File: src/bls_pkg.sv
package bls_pkg;
    localparam logic [7:0] OPC_READ_LOCK     = 8'h3d;
    localparam logic [7:0] OPC_GLOBAL_LOCK   = 8'h7e;
    localparam logic [7:0] OPC_GLOBAL_UNLOCK = 8'h98;
    localparam logic [7:0] OPC_RESET_ENABLE  = 8'h66;
    localparam logic [7:0] OPC_RESET         = 8'h99;

    localparam int         INDEX_W      = 10;
    localparam int         LOCK_ENTRIES = 1024;
    localparam int         INDEX_LSB    = 16;
    localparam logic [5:0] ADDR_BITS_3B = 6'h18;
    localparam logic [5:0] ADDR_BITS_4B = 6'h20;
    localparam logic [5:0] OPC_BITS     = 6'h08;
    localparam logic       LOCK_RESET   = 1'b1;

    localparam int         CLK_PERIOD_NS = 100;
    localparam int         RST_TIME_NS   = 30000;
    localparam logic [8:0] RST_CYCLES    = 9'(RST_TIME_NS / CLK_PERIOD_NS);

    typedef enum logic [3:0] {
        ST_OPCODE  = 4'b0001,
        ST_ADDRESS = 4'b0010,
        ST_READOUT = 4'b0100,
        ST_IGNORE  = 4'b1000
    } bls_state_type;
endpackage : bls_pkg

File: src/bls_lock_if.sv
`timescale 1ns/1ps
interface bls_lock_if;
    logic [9:0] query_index;
    logic       query_locked;
    logic [9:0] prot_index;
    logic       prot_locked;
    logic       set_all;
    logic       clear_all;

    modport ctrl (
        output query_index,
        output prot_index,
        output set_all,
        output clear_all,
        input  query_locked,
        input  prot_locked
    );
    modport store (
        input  query_index,
        input  prot_index,
        input  set_all,
        input  clear_all,
        output query_locked,
        output prot_locked
    );
endinterface : bls_lock_if

File: src/bls_lock_store.sv
`timescale 1ns/1ps
module bls_lock_store (
    // Clock and reset.
    input wire logic clk,
    input wire logic rst,
    // Control side.
    bls_lock_if.store lk
);
    logic [bls_pkg::LOCK_ENTRIES-1:0] lock_bits;
    logic [bls_pkg::LOCK_ENTRIES-1:0] next_lock_bits;

    genvar i;
    generate
        for (i = 0; i < bls_pkg::LOCK_ENTRIES; i = i + 1) begin : g_entry
            always_comb begin
                next_lock_bits[i] = lock_bits[i];
                if (lk.set_all) begin
                    next_lock_bits[i] = 1'b1;
                end else if (lk.clear_all) begin
                    next_lock_bits[i] = 1'b0;
                end
            end
        end
    endgenerate

    always_ff @(posedge clk) begin
        if (rst) begin
            lock_bits <= {bls_pkg::LOCK_ENTRIES{bls_pkg::LOCK_RESET}};
        end else begin
            lock_bits <= next_lock_bits;
        end
    end

    assign lk.query_locked = lock_bits[lk.query_index];
    assign lk.prot_locked  = lock_bits[lk.prot_index];
endmodule : bls_lock_store

File: src/bls_cmd.sv
`timescale 1ns/1ps
// Functional notes
// - Lock bits guard the array only when write_protect_select is one.
// - With select zero, protection follows complement, top/bottom, range.
// - Lock bits are volatile and come up as one after any reset.
// - Lock value leaves on falling clock edges, high bit first.
// - Returned byte has low bit one when locked, zero when unlocked.
// - Lone 7Eh then chip select high sets every lock bit.
// - Lone 98h then chip select high clears every lock bit.
// - Accepted reset aborts work and drops every volatile setting.
// - Any command other than 66h or 99h after arming disarms the reset.
// - About 30 us of reset follows, all commands rejected meanwhile.
// - Busy is one during internal operations, zero when ready.
module bls_cmd (
    // Clock and reset.
    input  wire logic       clk,
    input  wire logic       rst,
    // Serial link pins.
    input  wire logic       cs_n_pin,
    input  wire logic       sclk_pin,
    input  wire logic       serial_in,
    output logic            serial_out,
    output logic            serial_out_oe,
    // Protection configuration.
    input  wire logic       write_protect_select,
    input  wire logic       protect_complement,
    input  wire logic       top_bottom_select,
    input  wire logic [3:0] protect_range_bits,
    input  wire logic       addr_4byte,
    // Array protection query.
    input  wire logic [9:0] prot_index,
    output logic            prot_locked,
    // Status and reset to the rest of the device.
    input  wire logic       array_op_busy,
    output logic            status_busy,
    output logic            soft_reset_pulse
);
    bls_lock_if lk ();

    bls_lock_store u_store (
        .clk (clk),
        .rst (rst),
        .lk  (lk.store)
    );

    logic cs_s1, cs_s2, cs_s3;
    logic ck_s1, ck_s2, ck_s3;
    logic di_s1, di_s2;

    always_ff @(posedge clk) begin
        if (rst) begin
            cs_s1 <= 1'b1;
            cs_s2 <= 1'b1;
            cs_s3 <= 1'b1;
            ck_s1 <= 1'b0;
            ck_s2 <= 1'b0;
            ck_s3 <= 1'b0;
            di_s1 <= 1'b0;
            di_s2 <= 1'b0;
        end else begin
            cs_s1 <= cs_n_pin;
            cs_s2 <= cs_s1;
            cs_s3 <= cs_s2;
            ck_s1 <= sclk_pin;
            ck_s2 <= ck_s1;
            ck_s3 <= ck_s2;
            di_s1 <= serial_in;
            di_s2 <= di_s1;
        end
    end

    logic cs_rise;
    logic ck_rise;
    logic ck_fall;
    assign cs_rise = cs_s2 & ~cs_s3;
    assign ck_rise = ck_s2 & ~ck_s3;
    assign ck_fall = ~ck_s2 & ck_s3;

    bls_pkg::bls_state_type state, next_state;
    logic [7:0]  opcode, next_opcode;
    logic [31:0] addr, next_addr;
    logic [5:0]  bit_cnt, next_bit_cnt;
    logic [2:0]  out_cnt, next_out_cnt;
    logic [7:0]  out_byte, next_out_byte;
    logic [9:0]  q_index, next_q_index;
    logic        armed, next_armed;
    logic [8:0]  rst_cnt, next_rst_cnt;
    logic        set_all, next_set_all;
    logic        clear_all, next_clear_all;
    logic        next_serial_out, next_serial_out_oe;
    logic        next_status_busy, next_soft_reset_pulse;
    logic [7:0]  opc_full;
    logic [31:0] addr_full;
    logic [5:0]  addr_bits;

    always_comb begin
        next_state            = state;
        next_opcode           = opcode;
        next_addr             = addr;
        next_bit_cnt          = bit_cnt;
        next_out_cnt          = out_cnt;
        next_out_byte         = out_byte;
        next_q_index          = q_index;
        next_armed            = armed;
        next_rst_cnt          = rst_cnt;
        next_set_all          = 1'b0;
        next_clear_all        = 1'b0;
        next_serial_out       = serial_out;
        next_serial_out_oe    = serial_out_oe;
        next_soft_reset_pulse = 1'b0;
        opc_full  = {opcode[6:0], di_s2};
        addr_full = {addr[30:0], di_s2};
        addr_bits = addr_4byte ? bls_pkg::ADDR_BITS_4B
                               : bls_pkg::ADDR_BITS_3B;
        if (rst_cnt != 9'h000) begin
            next_rst_cnt = rst_cnt - 9'h001;
        end
        if (cs_s2) begin
            next_state         = bls_pkg::ST_OPCODE;
            next_bit_cnt       = 6'h00;
            next_addr          = 32'h0000_0000;
            next_serial_out_oe = 1'b0;
            next_serial_out    = 1'b0;
            if (cs_rise && state == bls_pkg::ST_OPCODE &&
                bit_cnt == bls_pkg::OPC_BITS && rst_cnt == 9'h000) begin
                unique case (opcode)
                    bls_pkg::OPC_GLOBAL_LOCK: begin
                        next_set_all = 1'b1;
                    end
                    bls_pkg::OPC_GLOBAL_UNLOCK: begin
                        next_clear_all = 1'b1;
                    end
                    bls_pkg::OPC_RESET_ENABLE: begin
                        next_armed = 1'b1;
                    end
                    bls_pkg::OPC_RESET: begin
                        if (armed) begin
                            next_armed            = 1'b0;
                            next_set_all          = 1'b1;
                            next_soft_reset_pulse = 1'b1;
                            next_rst_cnt          = bls_pkg::RST_CYCLES;
                        end
                    end
                    default: begin
                        next_armed = 1'b0;
                    end
                endcase
            end
        end else if (rst_cnt != 9'h000) begin
            next_state = bls_pkg::ST_IGNORE;
        end else begin
            unique case (state)
                bls_pkg::ST_OPCODE: begin
                    if (ck_rise) begin
                        if (bit_cnt == bls_pkg::OPC_BITS) begin
                            next_state = bls_pkg::ST_IGNORE;
                        end else begin
                            next_opcode  = opc_full;
                            next_bit_cnt = bit_cnt + 6'h01;
                        end
                        if (bit_cnt == bls_pkg::OPC_BITS - 6'h01) begin
                            if (opc_full != bls_pkg::OPC_RESET_ENABLE &&
                                opc_full != bls_pkg::OPC_RESET) begin
                                next_armed = 1'b0;
                            end
                            if (opc_full == bls_pkg::OPC_READ_LOCK) begin
                                next_state   = bls_pkg::ST_ADDRESS;
                                next_bit_cnt = 6'h00;
                            end
                        end
                    end
                end
                bls_pkg::ST_ADDRESS: begin
                    if (ck_rise) begin
                        next_addr    = addr_full;
                        next_bit_cnt = bit_cnt + 6'h01;
                        if (bit_cnt == addr_bits - 6'h01) begin
                            next_state   = bls_pkg::ST_READOUT;
                            next_q_index = addr_full[bls_pkg::INDEX_LSB +:
                                                     bls_pkg::INDEX_W];
                            next_out_cnt = 3'h0;
                        end
                    end
                end
                bls_pkg::ST_READOUT: begin
                    next_out_byte = {7'h00, lk.query_locked};
                    if (ck_fall) begin
                        next_serial_out    = next_out_byte[3'h7 - out_cnt];
                        next_serial_out_oe = 1'b1;
                        next_out_cnt       = out_cnt + 3'h1;
                    end
                end
                bls_pkg::ST_IGNORE: begin
                    next_state = bls_pkg::ST_IGNORE;
                end
            endcase
        end
        next_status_busy = array_op_busy | (next_rst_cnt != 9'h000);
    end

    always_ff @(posedge clk) begin
        if (rst) begin
            state            <= bls_pkg::ST_OPCODE;
            opcode           <= 8'h00;
            addr             <= 32'h0000_0000;
            bit_cnt          <= 6'h00;
            out_cnt          <= 3'h0;
            out_byte         <= 8'h00;
            q_index          <= 10'h000;
            armed            <= 1'b0;
            rst_cnt          <= 9'h000;
            set_all          <= 1'b0;
            clear_all        <= 1'b0;
            serial_out       <= 1'b0;
            serial_out_oe    <= 1'b0;
            status_busy      <= 1'b0;
            soft_reset_pulse <= 1'b0;
        end else begin
            state            <= next_state;
            opcode           <= next_opcode;
            addr             <= next_addr;
            bit_cnt          <= next_bit_cnt;
            out_cnt          <= next_out_cnt;
            out_byte         <= next_out_byte;
            q_index          <= next_q_index;
            armed            <= next_armed;
            rst_cnt          <= next_rst_cnt;
            set_all          <= next_set_all;
            clear_all        <= next_clear_all;
            serial_out       <= next_serial_out;
            serial_out_oe    <= next_serial_out_oe;
            status_busy      <= next_status_busy;
            soft_reset_pulse <= next_soft_reset_pulse;
        end
    end

    assign lk.query_index = q_index;
    assign lk.prot_index  = prot_index;
    assign lk.set_all     = set_all;
    assign lk.clear_all   = clear_all;

    // Range protection: 2^(n-1) blocks at the top, or bottom when selected.
    logic [14:0] range_size;
    logic [14:0] idx_wide;
    logic        in_range;
    logic        next_prot_locked;

    always_comb begin
        range_size = 15'h0000;
        if (protect_range_bits != 4'h0) begin
            range_size = 15'h0001 << (protect_range_bits - 4'h1);
        end
        idx_wide = {5'h00, prot_index};
        if (top_bottom_select) begin
            in_range = idx_wide < range_size;
        end else begin
            in_range = (idx_wide + range_size) >= 15'h0400;
        end
        if (write_protect_select) begin
            next_prot_locked = lk.prot_locked;
        end else begin
            next_prot_locked = in_range ^ protect_complement;
        end
    end

    always_ff @(posedge clk) begin
        if (rst) begin
            prot_locked <= 1'b1;
        end else begin
            prot_locked <= next_prot_locked;
        end
    end
endmodule : bls_cmd

File: config.mk
export PLATFORM = sky130hd
export DESIGN_NAME = bls_cmd
export DESIGN_NICKNAME = d
export VERILOG_FILES = /design/src/bls_pkg.sv /design/src/bls_lock_if.sv /design/src/bls_lock_store.sv /design/src/bls_cmd.sv
export SDC_FILE = /design/constraint.sdc
export NUM_CORES = 1
export LEC_CHECK = 0
export ABC_AREA = 1
export BUFFER_PORTS_ARGS = -buffer_cell sky130_fd_sc_hd__buf_2
export CORE_MARGIN = 2
export CORE_UTILIZATION = 52
export CTS_BUF_LIST = sky130_fd_sc_hd__clkbuf_4 sky130_fd_sc_hd__clkbuf_8 sky130_fd_sc_hd__clkbuf_16
export CTS_CLUSTER_DIAMETER = 60
export CTS_CLUSTER_SIZE = 28
export DETAILED_ROUTE_END_ITERATION = 10
export HOLD_SLACK_MARGIN = 0.12
export PLACE_DENSITY = 0.75
export SYNTH_ARGS = -nofsm -noshare
export SYNTH_HDL_FRONTEND = slang
export SYNTH_SLANG_ARGS = --single-unit
export TNS_END_PERCENT = 5
File: constraint.sdc
create_clock -name clk -period 1.69 [get_ports clk]
set_input_delay 0 -clock clk [delete_from_list [all_inputs] [get_ports clk]]
set_output_delay 0 -clock clk [all_outputs]
set_load 0.005 [all_outputs]
## After elaboration in Yosys (flattened, before gate mapping)

Cells that the tools add are included.

- Bits in registers: 1105
- Word-level logic and storage cells: 150
- Bits of input ports: 24
- Output and inout bits: 5

- $lt $le $gt $ge: 5
- Multiplexer cells: 44
- Equality and inequality tests: 24
- Add/subtract/negate cells: 7
- Shift-type cells: 1
- Reductions and logical operators: 31
- Bitwise logic cells: 13

Operator list:

| cell | count |
|---|---|
| 9-bit 2-to-1 mux | 5 |
| 6-bit 2-to-1 mux | 6 |
| 4-bit 2-to-1 mux | 7 |
| 10-bit by 11-bit less-than comparator with 1-bit output (second input constant) | 2 |
| 1-bit binary-select mux with 10-bit select | 2 |
| 9-bit nonzero test | 2 |
| 8-bit by 7-bit == test with 1-bit output (second input constant) | 2 |
| 8-bit == test (second input constant) | 2 |
| 10-bit by 15-bit adder with 15-bit output | 1 |
| 15-bit by 11-bit >= comparator with 1-bit output (second input constant) | 1 |
| 10-bit by 15-bit less-than comparator with 1-bit output | 1 |
| 15-bit 2-to-1 mux | 1 |
| 1-bit by 4-bit << shifter with 15-bit output (first input constant) | 1 |
| 1-bit 2-to-1 mux | 14 |
| 2-bit != test (second input constant) | 6 |
| 4-bit case mux with 3 select lines | 1 |
| 6-bit case mux with 2 select lines | 1 |
| 4-bit AND reduction | 3 |
| 2-bit nonzero test | 6 |
| 5-bit AND reduction | 2 |
| 9-bit zero test | 1 |
| 3-bit 2-to-1 mux | 3 |
| 3-bit != test (second input constant) | 3 |
| 9-bit by 1-bit subtractor with 9-bit output (second input constant) | 1 |
| other kinds (33) | 51 |

## Longest topological paths before layout

- Word-level depth: 9
- Depth in mapped cells: 20
- Mapped depth without buffers: 20

## By module

From an unflattened synthesis, not the netlist that was laid out.

- Cells, all modules: 602
- Area, all modules: 4246.6 µm²

Modules (own cells, without submodules):

| module | instances | sequential area each (µm²) | cells an instance | area an instance (µm²) |
|---|---|---|---|---|
| bls_cmd | 1 | 1621.6 | 595 | 4204.0 |
| bls_lock_store | 1 | 20.0 | 7 | 42.5 |

## Worst setup path before layout

Ideal clock, no wire load.

- Kind: reg-to-reg
- From: register rst_cnt[0]
- To: register status_busy
- Path buffers: 1
- Clock period less this slack: 1642 ps
- Arrival time: 1514 ps
- Path slack: 48 ps
- Library setup time: 128 ps
- Cell stages (with the launch flop): 13
- Required time: 1562 ps
- Cell sequence: dfxtp_1 inv_1 ha_1 nand2_2 nor2_4 nand2_4 inv_4 buf_6 nand3_4 nand3_1 nand4_1 nor2_1 nor2_1

- Longest elaborated chain between the ends: 8
- Elaborated cells between the ends (all ways): 11
- Those cells by class: add/sub (1); mux (5); bitwise (1); reduce/logical (4)

RTL lines:

| element | RTL line | RTL |
|---|---|---|
| start: declaration | bls_cmd.sv:87 | `logic [8:0] rst_cnt, next_rst_cnt;` |
| start signal: assignment | bls_cmd.sv:227 | `rst_cnt <= next_rst_cnt;` |
| 9-bit by 1-bit subtractor with 9-bit output / 9-bit nonzero test (equally long branches) | bls_cmd.sv:116, bls_cmd.sv:115 |  |
| 9-bit 2-to-1 mux | bls_cmd.sv:115 | `if (rst_cnt != 9'h000) begin` |
| 9-bit 2-to-1 mux | bls_cmd.sv:137 | `if (armed) begin` |
| 9-bit 2-to-1 mux | bls_cmd.sv:126 | `unique case (opcode)` |
| 9-bit 2-to-1 mux | bls_cmd.sv:124 | `if (cs_rise && state == bls_pkg::ST_OPCODE &&` |
| 9-bit 2-to-1 mux * | bls_cmd.sv:118 | `if (cs_s2) begin` |
| 9-bit nonzero test * | bls_cmd.sv:198 | `next_status_busy = array_op_busy \| (next_rst_cnt != 9'h000);` |
| 1-bit bitwise OR * | bls_cmd.sv:198 |  |
| end signal: assignment | bls_cmd.sv:232 | `status_busy <= next_status_busy;` |
| end: declaration | bls_cmd.sv:35 | `output logic status_busy,` |

Mark *: on every way between the ends. The rest lies on a longest branch, timed or not.
A chain may end at the register's enable or synchronous reset.

## Worst setup path in the final report

- From: register rst_cnt[0]
- To: register bit_cnt[0]

- Longest elaborated chain between the ends: 3

RTL lines:

| element | RTL line | RTL |
|---|---|---|
| 9-bit nonzero test | bls_cmd.sv:149 | `end else if (rst_cnt != 9'h000) begin` |
| 1-bit inverter (no source line) | -- |  |
| 4-bit AND reduction (no source line) | -- |  |
| end signal: assignment | bls_cmd.sv:222 | `bit_cnt <= next_bit_cnt;` |
| end: declaration | bls_cmd.sv:82 | `logic [5:0] bit_cnt, next_bit_cnt;` |

Every way passes these cells.

==> run metrics <==
Slew HR=0.6861; CTS clk-pin slew, worst paths=0.09 ns; H-tree levels=2; GRT Overall Usage=0.2334; total grt overflow=0; CP max FO=6; # IOs=29; worst setup margin=-0.03570 ns; Post-DP Area=3659 um^2; Max VDD drop=between 1 and 1.5 mV; fin crit share=1.021; Root Buffer=clkbuf_8; DP Worst Slack=-0.2927 ns; Worst setup EP type=flop; Pre-antenna DRT Iters=5; post-synthesis sequential area ratio=0.2991; multi-input logic area=around 2000 um^2; Iter 0 DRT Violations=261; #FFs+latches synth=47; most frequent CP cell=nand2_4; post-synthesis instance total=461; CTS Buffer Depth=2; top post-synthesis cells by area=dfxtp_1 30%, inv_1 10%, ha_1 9.9%; RSZ-0062 raised after global routing=yes; Startpoint Class=flop; IO buf count=28; Synthesis Warnings=0; Post-Syn Nets=511; Final ANT Viol Nets=0; failing checks=setup timing; WHS=around 0.12 ns; CTS tree=yes; routed len/inst=about 13 um; pins over their slew limit=0; status=complete, but fails checks; # Max-Cap Violations=0; ratio of cells with drive above 1 in the final layout=0.3207; nets=601; Syn Area/Cell=6.823 um^2; Least-Margin Pin Slew=0.4708 ns; wire length of the first global-routing pass=12,370 um; antenna violations before repair=0; Die ar.=between 6000 and 7000 um^2; Worst Path Arrival=roughly 1.9 ns; worst min path class=in -> reg; share of the synthesized area in the top cell type=0.2991; power per cell area=892.9 nW/um^2; largest net degree at the start of global routing=28; Final Hold Vio Count=0; leakage power=around 1.9 nW; cts bufs inserted=5; row count=28; routed vias=~3,200; area leader, netlist=dfxtp_1; vias in the first global route=3,018; crit-path max cell delay=between 0.3 and 0.4 ns; GP Congestion=around 0.87; Clock Skews=0.007866 ns; core area=5886 um^2; clk_lat worst skew=0.31 ns; CP required=1.89 ns; Final HPWL DP=5387 um; fin crit period=1.726 ns; Antenna Cells=0; y dimension of the die=81.78 um; Die X=81.78 um; synthesis-to-finish area growth=32.98%; worst path cell trace=inv_2 -> ha_4 -> nand2_4 -> nor2_4 -> nand2_4 -> inv_8 -> buf_6 -> nand3_4 -> nor2_2 -> inv_1 -> o21ai_0 -> a21oi_1; critical path's slowest cell=dfxtp_2; clock sinks=47; drc violations=0; synth unique cells=40; Mapped Area=3146 um^2; fillers=457; post-route cell area=approximately 4200 um^2; sequential cell area=between 900 and 1000 um^2; Max Fclk=579.5 MHz; final WL=7970 um; critical path type=reg -> reg; DR vias/cell=between 5 and 6; Initial Util=0.5344; final setup fails=2
## synth_stat cells, drive strengths merged
cell    count
inv        91
dfxtp      47
nand4      11
nand2      75
nor4        2
a31oi       1
buf         3
o211ai      1
a211oi      4
and2        1
nor3       12
a21oi      32
ha         25
clkinv      1
nand3      34
xor2        8
nor2       74
fa          1
o21bai      1
clkbuf      6
o21a        1
o21ai      24
or2         4
nor3b       2
## logic make-up (layout without fill, tap and decap cells)
kind of cell / Yosys count / count (layout) / synth area share
AO/OA/AOI/OAI: 64 / 64 / 0.1150
XOR/XNOR: 8 / 8 / 0.02228
adder cells (fa/ha/maj): 26 / 26 / 0.1058
buffers and inverters: 101 / 192 / 0.1265
flip-flops: 47 / 47 / 0.2991
AND/OR/NAND/NOR: 215 / 215 / 0.3313
## metrics by stage
stage / util / setup TNS [ns] / power [mW] / instances
global placement: 0.6216 / -0.2023 / 2.418 / 597
floorplan: - / 0 / 2.078 / 461
finish: 0.7107 / -0.05552 / 3.735 / 627
CTS: 0.6794 / 0 / 3.507 / 625
global route: 0.7107 / -1.855 / 3.961 / 627
detailed placement: 0.6216 / -0.6867 / 2.448 / 597
## where the power goes
| group | total (mW) | leakage [nW] | internal, mW | switching, mW |
|---|---|---|---|---|
| sequential | 1.26 | 0.384 | 1.19 | 0.0636 |
| clock | 0.851 | 0.0548 | 0.446 | 0.406 |
| combinational | 1.62 | 1.50 | 0.777 | 0.848 |
| total | 3.73 | 1.94 | 2.42 | 1.32 |
## layout by cell type (no fill, tap or decap), drive strengths merged
cell type and count:
nand4 11, or2 4, o21bai 1, nor4 2, nand2 75, dfxtp 47, clkinvlp 1, a21oi 32
clkinv 1, nor3 12, nand3 34, o211ai 1, and2 1, o21ai 24, xor2 8, nor3b 2
ha 25, inv 93, clkbuf 5, bufinv 1, o21a 1, a211oi 4, dlygate4sd3 8, buf 83
a31oi 1, nor2 74, fa 1
## state kept, by name, indices dropped and copies added (netlist names), 3 cells and up
name / cells
rst_cnt: 9
opcode: 8
bit_cnt: 6
state: 4
out_cnt: 3
## cell type report
class                           instances  share of cell area
Timing Repair inverter                  1            0.001496
Sequential cell                        47              0.2261
Timing Repair Buffer                   91              0.1550
Clock inverter                          3             0.01107
Tap cell                               75             0.02243
Clock buffer                            5             0.01645
Inverter                               92             0.08465
Multi-Input combinational cell        313              0.4828
## worst max-delay path: cells and delay by family (launching register included)
kind	cells	cell delay (ns)
fa+ha+maj	1	0.15
compound gates	2	0.23
buf+inv	4	0.34
flops	1	0.33
simple gates	5	0.54
## per-layer routing
| layer | GRT usage | up-vias | share of wire |
|---|---|---|---|
| met5 | 0 | - | 0 |
| met4 | 0.07167 | 0 | 0.018 |
| met3 | 0.03956 | 15 | 0.042 |
| met2 | 0.4138 | 97 | 0.49 |
| met1 | 0.2876 | 1479 | 0.45 |
| li1 | - | 1644 | - |
## path summary, 6_finish.rpt
check,from,endpoint,slack [ns],depth (start not counted)
worst max-delay path,rst_cnt[0],bit_cnt[0],-0.04,12
worst min-delay path,rst,di_s1,0.12,2
worst max register to register,rst_cnt[0],bit_cnt[0],-0.04,12
worst min register to register,di_s1,di_s2,0.41,2
## repair_timing
item / 4_1_cts / 5_1_grt
endpoints found under the setup margin: 14 / 23
hold buffers: 8 / 0
setup buffers: 10 / 4
hold endpoints to repair: 5 / 0
cloned: 2 / 0
gates resized for setup: 13 / 62
pin swaps: 5 / 24
(Power assumes the default switching activity.)
